## config.mk

```make
export PLATFORM = sky130hd
export DESIGN_NAME = clock_safeguard_reset_ctrl
export DESIGN_NICKNAME = d
export VERILOG_FILES = /design/src/rtl/clk_guard_pkg.sv /design/src/rtl/clock_safeguard_reset_ctrl.sv
export VERILOG_INCLUDE_DIRS = /design/src /design/src/rtl
export SDC_FILE = /design/constraint.sdc
export NUM_CORES = 1
export LEC_CHECK = 0
export BUFFER_PORTS_ARGS = -buffer_cell sky130_fd_sc_hd__buf_2
export CAP_MARGIN = 25
export CORE_UTILIZATION = 49
export DETAILED_ROUTE_END_ITERATION = 8
export GPL_TIMING_DRIVEN = 1
export PLACE_DENSITY = 0.82
export SETUP_SLACK_MARGIN = 0.2
export SYNTH_ARGS = -nofsm -noshare
export SYNTH_HDL_FRONTEND = slang
export SYNTH_SLANG_ARGS = --single-unit
export TNS_END_PERCENT = 10
```

## constraint.sdc

```tcl
create_clock -name mclk -period 2.76 [get_ports mclk]
set_clock_uncertainty 0.1 [all_clocks]
set_input_delay 0.276 -clock mclk [delete_from_list [all_inputs] [get_ports mclk]]
set_output_delay 0.276 -clock mclk [all_outputs]
set_load 0.03 [all_outputs]
```

## src/rtl/clk_guard_defines.svh

```systemverilog
// Constants for the clock safeguard and reset controller
`ifndef CLK_GUARD_DEFINES_SVH
`define CLK_GUARD_DEFINES_SVH
`define ADC_CTRL_ADDR     8'hd1
`define ADC_CTRL_RESET    8'h40
`define OSC_OFF_BIT       2
`define OPT_SAFEGUARD_BIT 0
`define OPT_OSC_RC_BIT    6
`define DIV_TIMER         4'd12
`define DIV_CORE          4'd13
`define DIV_ART_SLOW      2'd3
`define RESET_DELAY       12'd2048
`define MISS_LIMIT        4'd8
`define SPIKE_MIN_GAP     4'd2
`define RESTART_DELAY     8'd64
`endif

```

## src/rtl/clk_guard_pkg.sv

```systemverilog
// Types for the clock safeguard and reset controller
package clk_guard_pkg;
  typedef enum logic [1:0] {
    SRC_MAIN    = 2'b00,
    SRC_BACKUP  = 2'b01,
    SRC_RESTART = 2'b10
  } clk_src_t;
endpackage

```

## src/rtl/clock_safeguard_reset_ctrl.sv

```systemverilog
// Clock derivation, oscillator safeguard and reset collection
//
// Overview of operation
// - Timer, watchdog and converter clock is internal clock divided by twelve.
// - Core and serial clock is internal clock divided by thirteen.
// - Auto-reload timer clock is internal clock divided by one or three.
// - Option bit selects RC network or crystal/resonator/external main oscillator.
// - Safeguard on and oscillator-off set: stop main, run backup oscillator.
// - Clearing oscillator-off or reset restarts main after start-up delay.
// - Oscillator-off is bit 2 of converter control; one disables main.
// - Without safeguard option, oscillator-off writes do not affect main.
// - Active safeguard suppresses spikes so clock stays below its maximum.
// - Over-frequency is treated as spikes and cycles are dropped.
// - Safeguard and backup oscillator exist only with safeguard option.
// - Backup starts one backup period after first missing main edge.
// - Backup clock runs code, interrupts, wait and stop normally, slower.
// - Reset delay counts backup clock until main starts, then main takes over.
// - Backup oscillator is switched off once main oscillator runs.
// - Converter control at 0xd1, read/write, resets to 0x40.
// - Low-voltage detector works only when its option bit is set.
// - Detector holds static reset whenever supply is below threshold.
// - Detector falling threshold is below rising threshold (hysteresis).
// - During low-voltage reset the reset pin is driven low.
// - Reset sources: external pin low, watchdog, low-voltage detector.
// - Safeguard enable option is low option byte bit 0; one enables.
// - Oscillator type option is low option byte bit 6; one selects RC.
// - Detector option bit at one enables the detector.
//
// The address-and-strobe port was chosen for this implementation.
`include "clk_guard_defines.svh"
`timescale 1ns/1ps
`default_nettype none
module clock_safeguard_reset_ctrl (
  input  wire logic       mclk,             // System sampling clock, 25 MHz
  input  wire logic       reset_n,          // Asynchronous reset, active low
  input  wire logic [7:0] option_low,       // Low option byte
  input  wire logic       lvd_option,       // Detector option bit
  input  wire logic       main_osc_in,      // Main oscillator level (pin)
  input  wire logic       backup_osc_in,    // Backup oscillator level
  input  wire logic       supply_above_rise,// Supply above rising threshold
  input  wire logic       supply_above_fall,// Supply above falling threshold
  input  wire logic       reset_pin_in,     // Reset pin level
  input  wire logic       watchdog_reset,   // Watchdog reset pulse
  input  wire logic [7:0] addr,             // Register address
  input  wire logic [7:0] wdata,            // Register write data
  input  wire logic       wr,               // Write strobe
  input  wire logic       rd,               // Read strobe
  output logic      [7:0] rdata,            // Read data, cycle after strobe
  output logic            int_clk,          // Internal clock level
  output logic            timer_clk_en,     // Internal clock divided by 12
  output logic            core_clk_en,      // Internal clock divided by 13
  output logic            art_clk_en,       // Internal clock divided by 1 or 3
  output logic            main_osc_enable,  // Main oscillator run request
  output logic            main_osc_rc_mode, // RC network selected
  output logic            backup_osc_enable,// Backup oscillator run request
  output logic            using_backup,     // Backup is the clock source
  output logic            reset_pin_out,    // Reset pin drive value (low)
  output logic            reset_pin_oe_n,   // Reset pin enable, low drives
  output logic            chip_reset        // Internal reset to the core
);
  import clk_guard_pkg::*;

  //////////////////////////////////////////////////////////////////////////
  // Input synchronisers, two flops each before any logic reads them
  // Reset levels match the edge detectors and idle pins, so no false edge
  logic [6:0] sync1;
  logic [6:0] sync2;
  always_ff @(posedge mclk or negedge reset_n) begin
    if (!reset_n) begin
      sync1 <= 7'h1d;
      sync2 <= 7'h1d;
    end else begin
      sync1 <= {main_osc_in, backup_osc_in, supply_above_rise, supply_above_fall,
                reset_pin_in, watchdog_reset, 1'b1};
      sync2 <= sync1;
    end
  end
  logic main_s;
  logic back_s;
  logic rise_s;
  logic fall_s;
  logic pin_s;
  logic wdg_s;
  assign main_s = sync2[6];
  assign back_s = sync2[5];
  assign rise_s = sync2[4];
  assign fall_s = sync2[3];
  assign pin_s  = sync2[2];
  assign wdg_s  = sync2[1];

  // Previous levels for edge detection, read from the second flop only
  logic main_d;
  logic back_d;
  always_ff @(posedge mclk or negedge reset_n) begin
    if (!reset_n) begin
      main_d <= 1'b0;
      back_d <= 1'b0;
    end else begin
      main_d <= main_s;
      back_d <= back_s;
    end
  end
  logic main_edge;
  logic back_rise;
  assign main_edge = main_s != main_d;
  assign back_rise = back_s && !back_d;

  //////////////////////////////////////////////////////////////////////////
  // Option bits
  logic safeguard_on;
  logic lvd_on;
  assign safeguard_on = option_low[`OPT_SAFEGUARD_BIT];
  assign lvd_on       = lvd_option;

  // Converter control register; the oscillator-off bit and bit 0 (auto-reload divide by three) act here
  logic [7:0] adc_control_reg;
  always_ff @(posedge mclk or negedge reset_n) begin
    if (!reset_n) adc_control_reg <= `ADC_CTRL_RESET;
    else if (chip_reset) adc_control_reg <= `ADC_CTRL_RESET;
    else if (wr && addr == `ADC_CTRL_ADDR) adc_control_reg <= wdata;
  end
  logic main_osc_off_bit;
  assign main_osc_off_bit = adc_control_reg[`OSC_OFF_BIT];

  // Read port; unmapped addresses read zero
  always_ff @(posedge mclk or negedge reset_n) begin
    if (!reset_n) rdata <= 8'h00;
    else if (rd && addr == `ADC_CTRL_ADDR) rdata <= adc_control_reg;
    else rdata <= 8'h00;
  end

  //////////////////////////////////////////////////////////////////////////
  // Missing-edge watchdog on the main oscillator
  logic [3:0] miss_cnt;
  logic       main_missing;
  always_ff @(posedge mclk or negedge reset_n) begin
    if (!reset_n) miss_cnt <= 4'h0;
    else if (main_edge) miss_cnt <= 4'h0;
    else if (miss_cnt != `MISS_LIMIT) miss_cnt <= miss_cnt + 4'h1;
  end
  assign main_missing = miss_cnt == `MISS_LIMIT;

  //////////////////////////////////////////////////////////////////////////
  // Source selection state machine
  clk_src_t   src;
  logic [7:0] restart_cnt;
  logic       osc_off_req;
  assign osc_off_req = safeguard_on && main_osc_off_bit;
  always_ff @(posedge mclk or negedge reset_n) begin
    if (!reset_n) begin
      src         <= SRC_RESTART;
      restart_cnt <= 8'h00;
    end else begin
      unique case (src)
        SRC_MAIN: begin
          // Switch on a backup rising edge: one backup period after the miss
          if (safeguard_on && (osc_off_req || main_missing) && back_rise)
            src <= SRC_BACKUP;
        end
        SRC_BACKUP: begin
          if (!safeguard_on) src <= SRC_RESTART;
          else if (!osc_off_req) begin
            src         <= SRC_RESTART;
            restart_cnt <= 8'h00;
          end
        end
        SRC_RESTART: begin
          // Start-up delay, then handover at a main edge so no short phase
          if (osc_off_req) src <= SRC_BACKUP;
          else if (!main_missing && restart_cnt != `RESTART_DELAY)
            restart_cnt <= restart_cnt + 8'h01;
          else if (restart_cnt == `RESTART_DELAY && main_edge && !main_s)
            src <= SRC_MAIN;
        end
        default: src <= SRC_RESTART;
      endcase
    end
  end

  always_ff @(posedge mclk or negedge reset_n) begin
    if (!reset_n) begin
      main_osc_enable   <= 1'b1;
      backup_osc_enable <= 1'b0;
      using_backup      <= 1'b0;
      main_osc_rc_mode  <= 1'b0;
    end else begin
      main_osc_enable   <= !osc_off_req;
      // Backup must run before the switch, else no backup edge ever comes
      backup_osc_enable <= safeguard_on &&
                           (src != SRC_MAIN || osc_off_req || main_missing);
      using_backup      <= src == SRC_BACKUP ||
                           (src == SRC_RESTART && safeguard_on);
      main_osc_rc_mode  <= option_low[`OPT_OSC_RC_BIT];
    end
  end

  //////////////////////////////////////////////////////////////////////////
  // Internal clock edge: backup or main source, spike filtered
  logic [3:0] gap_cnt;
  logic       src_tick;
  logic       int_tick;
  assign src_tick = using_backup ? back_rise : (main_edge && main_s);
  // Spike filter drops ticks closer than the minimum gap
  assign int_tick = src_tick && (!safeguard_on || gap_cnt >= `SPIKE_MIN_GAP);
  always_ff @(posedge mclk or negedge reset_n) begin
    if (!reset_n) gap_cnt <= 4'h0;
    else if (int_tick) gap_cnt <= 4'h0;
    else if (gap_cnt != 4'hf) gap_cnt <= gap_cnt + 4'h1;
  end
  // Whole clock periods only, so switching never shortens a phase
  always_ff @(posedge mclk or negedge reset_n) begin
    if (!reset_n) int_clk <= 1'b0;
    else if (int_tick) int_clk <= !int_clk;
  end

  //////////////////////////////////////////////////////////////////////////
  // Dividers, cleared by reset for a known phase
  logic [3:0] div12;
  logic [3:0] div13;
  logic [1:0] div3;
  always_ff @(posedge mclk or negedge reset_n) begin
    if (!reset_n) begin
      div12 <= 4'h0;
      div13 <= 4'h0;
      div3  <= 2'h0;
    end else if (chip_reset) begin
      div12 <= 4'h0;
      div13 <= 4'h0;
      div3  <= 2'h0;
    end else if (int_tick) begin
      div12 <= (div12 == `DIV_TIMER - 4'h1) ? 4'h0 : div12 + 4'h1;
      div13 <= (div13 == `DIV_CORE - 4'h1) ? 4'h0 : div13 + 4'h1;
      div3  <= (div3 == `DIV_ART_SLOW - 2'h1) ? 2'h0 : div3 + 2'h1;
    end
  end
  logic art_div3;
  assign art_div3 = adc_control_reg[0];
  always_ff @(posedge mclk or negedge reset_n) begin
    if (!reset_n) begin
      timer_clk_en <= 1'b0;
      core_clk_en  <= 1'b0;
      art_clk_en   <= 1'b0;
    end else begin
      timer_clk_en <= int_tick && !chip_reset && div12 == `DIV_TIMER - 4'h1;
      core_clk_en  <= int_tick && !chip_reset && div13 == `DIV_CORE - 4'h1;
      art_clk_en   <= int_tick && !chip_reset &&
                      (!art_div3 || div3 == `DIV_ART_SLOW - 2'h1);
    end
  end

  //////////////////////////////////////////////////////////////////////////
  // Low-voltage detector with hysteresis
  logic lvd_low;
  always_ff @(posedge mclk or negedge reset_n) begin
    if (!reset_n) lvd_low <= 1'b1;
    else if (!lvd_on) lvd_low <= 1'b0;
    else if (lvd_low) lvd_low <= !rise_s;
    else lvd_low <= !fall_s;
  end

  // Reset collection and delay counted on internal clock ticks
  logic        any_reset;
  logic [11:0] delay_cnt;
  assign any_reset = !pin_s || wdg_s || lvd_low;
  always_ff @(posedge mclk or negedge reset_n) begin
    if (!reset_n) delay_cnt <= 12'h000;
    else if (any_reset) delay_cnt <= 12'h000;
    else if (int_tick && delay_cnt != `RESET_DELAY) delay_cnt <= delay_cnt + 12'h001;
  end
  always_ff @(posedge mclk or negedge reset_n) begin
    if (!reset_n) begin
      chip_reset     <= 1'b1;
      reset_pin_out  <= 1'b0;
      reset_pin_oe_n <= 1'b1;
    end else begin
      chip_reset     <= any_reset || delay_cnt != `RESET_DELAY;
      reset_pin_out  <= 1'b0;
      reset_pin_oe_n <= !(lvd_low || wdg_s);
    end
  end
endmodule // clock_safeguard_reset_ctrl
`default_nettype wire

```

==> results.yml, run 1 <==
outcome:
  status: "finished, final reports clean"
power_and_ir_drop:
  pwr_density_cell_nw_per_um2: 617
  p_sw_w: 0.000732
  clkPwrFrac: 0.333
  p_int_w: 0.00189
  p_leak_nw: 1.91
  p_comb_frac: 0.136
  peakVddDrop_v: 0.000285
  swShare: 0.279
  seqPwrFrac: 0.531
timing:
  rsz0062_at_grt: "no"
  relSlewSlack: 0.607
  min_period_over_period: 0.807
  slew_violations: 0
  setup_violations: 0
  tns_ps: 0
  min_period_ps: 2230
  max_freq_mhz: 449
  finalWorstSetupSlack_ps: 533
  hold_viol_final: 0
  tightest_slew_ps: 584
setup_path:
  path_max_fanout: 30
  worstPathRequired_ps: 2870
  end_kind: "flip-flop"
  crit_arrival_ps: 2330
  crit_type: "flip-flop to flip-flop"
  r2r_slack_ps: 530
  critPathLaunchType: "flip-flop"
final_layout:
  drive_gt1_frac: 0.237
  mostFrequentLayoutCells: "dfrtp_1, buf_2, nand2_1"
  layout_commonest_cell: "dfrtp_1"
  regMostFlops: "delay_cnt"
  layout.area.seq_sq_um: 2040
  fillers: 616
  multi_input_area_sq_um: 1470
  area_growth_pct: 16.7
  n_antenna_cell: 0
  fin_nets: 434
  largest_reg_flops: 12
global_routing:
  grt_max_degree: 82
  grt-ovfl-total: 0
  grt_first_pass_wirelength_microns: 11500
  grt_pass1_vias: 2710
  grt_usage: 0.192
  antenna_found_initial: 0
clocking:
  cts-buffers-inserted: 9
  clockRootBuffer: "clkbuf_8"
  clk_pin_slew_worst_paths_ps: 80
  clock-sinks: 81
  clk_latency_ps: 350
  cts_buffer_depth: 2
  postCtsSetupBuffers: 0
  htreeDepth: 3
  cts_tree: "yes"
  cts-hold-fix-buffers: 7
  cts_resized: 0
placement:
  place_congestion: 0.816
  io_buffers: 46
  dp_hpwl_microns: 4370
  pre_cts_slack_ps: 562
routing:
  drt.antenna.violating_nets: 0
  drt_iter0_markers: 144
  drcViolationCount: 0
  vias: 2692
  firstDrtPassIters: 4
  avgRoutedWirePerCell_microns: 13.4
  totalWireLength_microns: 6590
  viasPerCell: 5.48
logic_synthesis:
  postSynthCellCount: 329
  synth_cell_types: 50
  yosys_most_used_dff: "dfrtp_1"
  synthArstFlopShare: 1.00
  synth_edf_count: 0
  synth.avg_cell_area_sq_um: 11.1
  synth_nets: 376
  yosys_warnings: 0
  synth-seq-cells: 81
  seq_area_frac_synth: 0.560
  synth_area_sq_um: 3650
die:
  num_io_pins: 54
  die_w_microns: 88.3
  core-area_sq_um: 7210
  num_rows: 31
  start_util: 0.505
  chipHeight_microns: 88.3
  dieArea_sq_um: 7790
min_path:
  hold_class: "input pin to flip-flop"
run:
  maxCapViolations: 0
==> Yosys cell counts, types with 2 or more instances <==
cell type / number / share of area
and3_1: 3 / 0.0051
dfstp_2: 12 / 0.086
o31ai_1: 7 / 0.014
mux2i_1: 11 / 0.030
or4_1: 9 / 0.019
a211oi_1: 2 / 0.0041
nand3b_1: 3 / 0.0062
nand4_1: 5 / 0.0086
clkbuf_1: 5 / 0.0051
nor3_1: 3 / 0.0041
a21oi_2: 6 / 0.014
and4_1: 2 / 0.0048
nand2b_1: 4 / 0.0069
or4b_2: 2 / 0.0055
nor2b_1: 4 / 0.0069
ha_1: 12 / 0.041
buf_4: 2 / 0.0041
nand2_2: 5 / 0.0086
dfrtp_1: 69 / 0.47
a21oi_1: 17 / 0.023
a31oi_1: 9 / 0.015
xnor2_1: 5 / 0.012
and2_1: 13 / 0.022
or3_1: 4 / 0.0069
inv_1: 16 / 0.016
buf_6: 2 / 0.0062
o21ai_0: 15 / 0.021
nand2_1: 21 / 0.022
nor4b_1: 2 / 0.0048
nor4_1: 3 / 0.0051
nor2_1: 19 / 0.020
nand3_1: 18 / 0.025
o31a_1: 2 / 0.0048
==> critical path, stage by stage, from the launching register on <==
cell	delay, ps
dfrtp_1	430
inv_1	60
ha_1	190
or4b_4	540
o22ai_2	160
buf_4	320
or4b_2	200
a31oi_1	70
==> path summary, 6_finish.rpt <==
check | to | startpoint | cells after the start
max | div12[3]$_DFFE_PN0P_ | gap_cnt[0]$_DFFE_PN0P_ | 7
min reg2reg | sync2[6]$_DFF_PN0_ | sync1[6]$_DFF_PN0_ | 0
max reg2reg | div12[3]$_DFFE_PN0P_ | gap_cnt[0]$_DFFE_PN0P_ | 7
min | lvd_low$_DFF_PN1_ | lvd_option | 2
max in group asynchronous | main_osc_enable$_DFF_PN1_ | reset_n | 3
min in group asynchronous | delay_cnt[11]$_DFFE_PN0P_ | reset_n | 2
==> routing by layer <==
| metal | global-route usage | vias up | share of wire | routed length (microns) |
|---|---|---|---|---|
| li1 | - | 1300 | - | - |
| met1 | 0.223 | 1328 | 0.44 | 2880 |
| met2 | 0.335 | 59 | 0.51 | 3390 |
| met3 | 0.0457 | 5 | 0.043 | 283 |
| met4 | 0.0924 | 0 | 0.0058 | 38 |
| met5 | 0 | - | 0 | 0 |
==> power by group through the flow <==
stage | clock network, W | logic, W | registers (W)
2_1_floorplan | 0 | 0.000241 | 0.00141
3_3_place_gp | 0 | 0.000324 | 0.00141
3_5_place_dp | 0 | 0.000346 | 0.00141
4_1_cts | 0.000899 | 0.000356 | 0.00139
5_1_grt | 0.000945 | 0.000408 | 0.00141
6_report | 0.000874 | 0.000356 | 0.00139
==> per-stage QoR <==
| step | utilization | cell area (sq um) | hold slack [ps] | std cells | power, W |
|---|---|---|---|---|---|
| 6_report | 0.590 | 4250 | 56.7 | 491 | 0.00262 |
| 5_1_grt | 0.590 | 4250 | 57.8 | 491 | 0.00277 |
| 4_1_cts | 0.584 | 4220 | 25.1 | 489 | 0.00265 |
| 3_5_place_dp | 0.546 | 3940 | 240 | 466 | 0.00176 |
| 3_3_place_gp | 0.546 | 3940 | 232 | 466 | 0.00173 |
| 2_1_floorplan | - | 3650 | -120 | 329 | 0.00165 |
==> cell families after synthesis <==
group                    synth area share
other                             0.00103
AO/OA/AOI/OAI                       0.121
flip-flops                          0.560
multiplexers                       0.0302
AND/OR/NAND/NOR                     0.197
buffers and inverters              0.0374
adder cells (fa/ha/maj)            0.0412
XOR/XNOR                           0.0120
==> final cells by class <==
class	instances	area share
flip-flops and latches	81	0.480
clock buffers	11	0.0332
clock inverters	5	0.0150
repair buffers	57	0.0835
well taps	99	0.0291
inverters	16	0.0141
multi-input cells	222	0.345
(Power assumes the default switching activity.)
==> run 2: changes to the inputs <==
==> constraint.sdc (replaced) <==
create_clock -name mclk -period 2.2 [get_ports mclk]
set_clock_uncertainty 0.1 [all_clocks]
set_input_delay 0.22 -clock mclk [delete_from_list [all_inputs] [get_ports mclk]]
set_output_delay 0.22 -clock mclk [all_outputs]
set_load 0.03 [all_outputs]
==> run 2 against run 1 <==
Global-route usage rose by 0.40 points. First-iteration DRC count up 4.9%. Cell count up 2.6%. Clock power increased by 10%. Maximum frequency grew 8.6%. Largest cell class unchanged.
==> results.yml, run 2 (synthesis results as in run 1) <==
timing:
  max_freq_mhz: 488
  tightest_slew_ps: 537
  min_period_ps: 2050
  fin_hold_ws_ps: 14.1
  tns_ps: 0
  min_period_over_period: 0.932
  hold_viol_final: 0
  relSlewSlack: 0.642
  slew_violations: 0
  setup_violations: 0
  rsz0062_at_grt: "yes"
  finalWorstSetupSlack_ps: 149
placement:
  dp_hpwl_microns: 4580
  place_congestion: 0.821
  io_buffers: 46
  dp_cells: 473
  pre_cts_slack_ps: 176
  dpl_cell_area_sq_um: 4020
setup_path:
  critPathLaunchType: "flip-flop"
  end_kind: "flip-flop"
  worst_path_max_delay_cell: "or4b_4"
  cpPeakStageDelay_ps: 520
  crit_chain: "inv_1, ha_2, or4b_4, o22ai_4, buf_12, clkbuf_16, o31ai_4, a21oi_1"
  path_max_fanout: 6
  worstPathRequired_ps: 2360
  crit_arrival_ps: 2210
  crit_type: "flip-flop to flip-flop"
final_layout:
  mostFrequentLayoutCells: "dfrtp_1, buf_2, nand2_1"
  final_cells: 504
  fillers: 606
  regMostFlops: "delay_cnt"
  final_area_sq_um: 4480
  drive_gt1_frac: 0.289
  fin_nets: 447
  area_growth_pct: 22.8
  layout_commonest_cell: "dfrtp_1"
  n_antenna_cell: 0
  largest_reg_flops: 12
routing:
  drt.antenna.violating_nets: 0
  firstDrtPassIters: 4
  viasPerCell: 5.52
  drcViolationCount: 0
  vias: 2784
  avgRoutedWirePerCell_microns: 14.4
  drt_iter0_markers: 151
  totalWireLength_microns: 7240
die:
  start_util: 0.505
  die_w_microns: 88.3
  core-area_sq_um: 7210
  dieArea_sq_um: 7790
  chipHeight_microns: 88.3
  num_rows: 31
  num_io_pins: 54
clocking:
  htreeDepth: 3
  clk_pin_slew_worst_paths_ps: 80
  clk_latency_ps: 350
  clock-sinks: 81
  cts-buffers-inserted: 9
  clockRootBuffer: "clkbuf_8"
  cts_buffer_depth: 2
  cts_tree: "yes"
global_routing:
  grt_first_pass_wirelength_microns: 11600
  grt_pass1_vias: 2752
  grt-ovfl-total: 0
  grt_usage: 0.196
  antenna_found_initial: 0
  grt_max_degree: 43
power_and_ir_drop:
  p_leak_nw: 2.00
  p_int_w: 0.00235
  p_comb_frac: 0.184
  clkPwrFrac: 0.291
  pwr_density_cell_nw_per_um2: 739
  peakVddDrop_v: 0.000452
  seqPwrFrac: 0.525
  swShare: 0.291
  p_sw_w: 0.000962
run:
  maxCapViolations: 0
outcome:
  status: "finished, final reports clean"
min_path:
  hold_class: "input pin to flip-flop"
## run 2: cell count changes in the layout (fill, tap and decap cells not counted), sizes merged
cell | before | now
clkinvlp | 1 | 2
inv | 17 | 16
clkbuf | 11 | 15
dlygate4sd3 | 8 | 9
buf | 49 | 58
bufinv | 1 | 0
## run 2: layout make-up
cell class	instances	area, sq um	area share
sequential	81	2040	0.456
inverter	16	60.1	0.0134
multi-input combinational	222	1540	0.344
clock inverter	4	28.8	0.00643
tap	99	124	0.0277
timing repair buffer	70	537	0.120
clock buffer	12	145	0.0324
## run 2: routing by layer
layer	track usage	share of wire	vias up
li1	-	-	1320
met1	0.221	0.41	1392
met2	0.351	0.53	54
met3	0.0420	0.032	18
met4	0.0982	0.023	0
met5	0	0	-
## run 2: critical path, delay by kind of cell (launching register included)
kind / cells / cell delay (ps)
and+or+nand+nor: 1 / 520
AOI/OAI and AO/OA: 3 / 430
buffers and inverters: 3 / 370
adders and majority gates: 1 / 170
DFF: 1 / 360
## run 2: path summary, 6_finish.rpt
path / cells after the start / slack (ps) / start / to
min: 3 / 10 / wdata[7] / adc_control_reg[7]$_DFFE_PN0P_
min reg2reg: 0 / 260 / sync1[2]$_DFF_PN1_ / sync2[2]$_DFF_PN1_
max in group asynchronous: 3 / 1050 / reset_n / src[1]$_DFFE_PN1P_
min in group asynchronous: 2 / 300 / reset_n / div12[2]$_DFFE_PN0P_
max reg2reg: 8 / 150 / gap_cnt[0]$_DFFE_PN0P_ / delay_cnt[10]$_DFFE_PN0P_
max: 8 / 150 / gap_cnt[0]$_DFFE_PN0P_ / delay_cnt[10]$_DFFE_PN0P_
## run 2: per-stage QoR
step	total power [W]	utilization
3_5_place_dp	0.00226	0.557
6_report	0.00331	0.621
4_1_cts	0.00323	0.594
3_3_place_gp	0.00221	0.557
2_1_floorplan	0.00207	-
5_1_grt	0.00347	0.621
## run 2: power by group through the flow
stage / sequential [W] / clock (W) / combinational [W]
5_1_grt: 0.00176 / 0.00104 / 0.000668
2_1_floorplan: 0.00177 / 0 / 0.000302
3_3_place_gp: 0.00175 / 0 / 0.000468
3_5_place_dp: 0.00175 / 0 / 0.000503
4_1_cts: 0.00173 / 0.000983 / 0.000518
6_report: 0.00174 / 0.000963 / 0.000609
## run 2: what timing repair did
item                                    in CTS  in global routing
cloned                                       0                  4
hold buffers                                 9                  0
buffers inserted                             0                  2
gates resized for setup                      2                 22
hold endpoints to repair                    39                  0
pin swaps                                    0                 13
endpoints found under the setup margin      16                 27
==> run 3: changes to the inputs <==
--- a/config.mk
+++ b/config.mk
@@ -8,10 +8,10 @@
 export LEC_CHECK = 0
 export BUFFER_PORTS_ARGS = -buffer_cell sky130_fd_sc_hd__buf_2
 export CAP_MARGIN = 25
-export CORE_UTILIZATION = 49
+export CORE_UTILIZATION = 55
 export DETAILED_ROUTE_END_ITERATION = 8
 export GPL_TIMING_DRIVEN = 1
-export PLACE_DENSITY = 0.82
+export PLACE_DENSITY = 0.89
 export SETUP_SLACK_MARGIN = 0.2
 export SYNTH_ARGS = -nofsm -noshare
 export SYNTH_HDL_FRONTEND = slang
==> run 3 against run 2 <==
Global-route usage is 2.6 points higher. Maximum frequency is 2.8% higher. Sequential cell count stayed put. First-iteration DRC count is 15% higher. Cell area is 2.3% lower. Routed wire length is 2.8% lower. Largest power group unchanged. Critical path depth is 1 lower. Combinational power is 16% lower. Hold slack worse by 0.63 ps. Count of clock-buffer cells in the layout is 1 lower. Register-to-register slack better by 60 ps.
==> results.yml, run 3 (synthesis results as in run 1) <==
outcome:
  status: "finished, final reports clean"
clocking:
  htreeDepth: 3
  cts_buffer_depth: 2
  clk_pin_slew_worst_paths_ps: 90
  clock-sinks: 81
  cts_tree: "yes"
  clockRootBuffer: "clkbuf_8"
  cts-buffers-inserted: 9
  clk_latency_ps: 350
die:
  die_w_microns: 83.4
  dieArea_sq_um: 6960
  num_io_pins: 54
  core-area_sq_um: 6390
  chipHeight_microns: 83.4
  start_util: 0.571
  num_rows: 29
power_and_ir_drop:
  power.total_w: 0.00357
  p_comb_frac: 0.143
  peakVddDrop_v: 0.000607
  p_int_w: 0.00263
  seqPwrFrac: 0.486
  p_leak_nw: 1.99
  p_sw_w: 0.000940
  pwr_density_cell_nw_per_um2: 817
  clkPwrFrac: 0.371
  swShare: 0.263
final_layout:
  fillers: 468
  mostFrequentLayoutCells: "dfrtp_1, buf_2, nand2_1"
  largest_reg_flops: 12
  n_antenna_cell: 0
  layout_commonest_cell: "dfrtp_1"
  fin_nets: 446
  area_growth_pct: 19.9
  regMostFlops: "delay_cnt"
  drive_gt1_frac: 0.257
routing:
  vias: 2749
  firstDrtPassIters: 4
  avgRoutedWirePerCell_microns: 14.6
  viasPerCell: 5.72
  drt_iter0_markers: 173
  totalWireLength_microns: 7040
  drcViolationCount: 0
  drt.antenna.violating_nets: 0
setup_path:
  crit_chain: "inv_1, ha_1, or4b_4, o22ai_2, buf_12, or4b_2, a31oi_1"
  path_max_fanout: 30
  critPathLaunchType: "flip-flop"
  cpPeakStageDelay_ps: 630
  crit_family: "simple AND/OR/NAND/NOR gates"
  crit_arrival_ps: 2170
  crit_type: "flip-flop to flip-flop"
  worst_path_max_delay_cell: "or4b_2"
  worstPathRequired_ps: 2370
  cp_num_buf_inv: 2
  end_kind: "flip-flop"
timing:
  finalWorstSetupSlack_ps: 206
  max_freq_mhz: 502
  tns_ps: 0
  setup_violations: 0
  min_period_over_period: 0.906
  slew_violations: 0
  hold_viol_final: 0
  tightest_slew_ps: 518
  min_period_ps: 1990
  rsz0062_at_grt: "yes"
  relSlewSlack: 0.654
global_routing:
  grt-ovfl-total: 0
  grt_pass1_vias: 2804
  grt_first_pass_wirelength_microns: 12300
  grt_usage: 0.223
  antenna_found_initial: 0
  grt_max_degree: 44
placement:
  pre_cts_slack_ps: 191
  io_buffers: 46
  dp_hpwl_microns: 4630
  place_congestion: 0.836
run:
  maxCapViolations: 0
min_path:
  hold_class: "input pin to flip-flop"
run 3: cell count changes in the layout (fill, tap and decap cells not counted), sizes merged:
cell | before | now
clkbuf | 15 | 11
bufinv | 0 | 3
clkinvlp | 2 | 0
dlygate4sd3 | 9 | 11
run 3: worst min-delay path, stage by stage:
cell and delay, ps:
buf_2 70, mux2i_1 50, nor2_1 90
run 3: what timing repair did:
action | in CTS | in global routing
setup endpoints to repair | 3 | 30
resized for setup | 1 | 1
hold endpoints to repair | 46 | 0
hold buffers | 11 | 0
pin swaps | 0 | 0
setup buffers | 0 | 2
run 3: power groups by stage:
stage	logic, W	registers, W	clock network (W)
finish	0.000511	0.00173	0.00133
global placement	0.000466	0.00174	0
CTS	0.000515	0.00173	0.00135
floorplan	0.000302	0.00177	0
global route	0.000575	0.00176	0.00142
detailed placement	0.000499	0.00175	0
run 3: path summary, 6_finish.rpt:
kind | start | endpoint | slack [ps] | depth (start not counted)
max reg2reg | gap_cnt[0]$_DFFE_PN0P_ | div12[3]$_DFFE_PN0P_ | 210 | 7
min | wdata[5] | adc_control_reg[5]$_DFFE_PN0P_ | 10 | 3
max | gap_cnt[0]$_DFFE_PN0P_ | div12[3]$_DFFE_PN0P_ | 210 | 7
min reg2reg | sync1[6]$_DFF_PN0_ | sync2[6]$_DFF_PN0_ | 250 | 0
max in group asynchronous | reset_n | sync1[4]$_DFF_PN1_ | 1080 | 3
min in group asynchronous | reset_n | div12[3]$_DFFE_PN0P_ | 270 | 2
run 3: routing by layer:
metal,share of wire,track usage,up-vias
met5,0,0,-
met1,0.42,0.265,1328
met4,0.021,0.111,0
li1,-,-,1320
met3,0.050,0.0497,17
met2,0.51,0.382,84
run 3: metrics by stage:
stage / cell area [sq um] / hold WS, ps / util / std cells
6_report: 4370 / 13.5 / 0.685 / 481
5_1_grt: 4370 / 31.0 / 0.685 / 481
4_1_cts: 4360 / 0.104 / 0.682 / 479
3_5_place_dp: 4000 / 121 / 0.626 / 452
3_3_place_gp: 4000 / 117 / 0.626 / 452
2_1_floorplan: 3650 / -176 / - / 329
run 3: layout make-up:
class | instances | area, sq um | area share
multi-input combinational | 222 | 1470 | 0.336
inverter | 16 | 60.1 | 0.0137
timing repair buffer | 69 | 458 | 0.105
sequential | 81 | 2040 | 0.467
clock inverter | 5 | 104 | 0.0237
tap | 77 | 96.3 | 0.0220
clock buffer | 11 | 141 | 0.0323
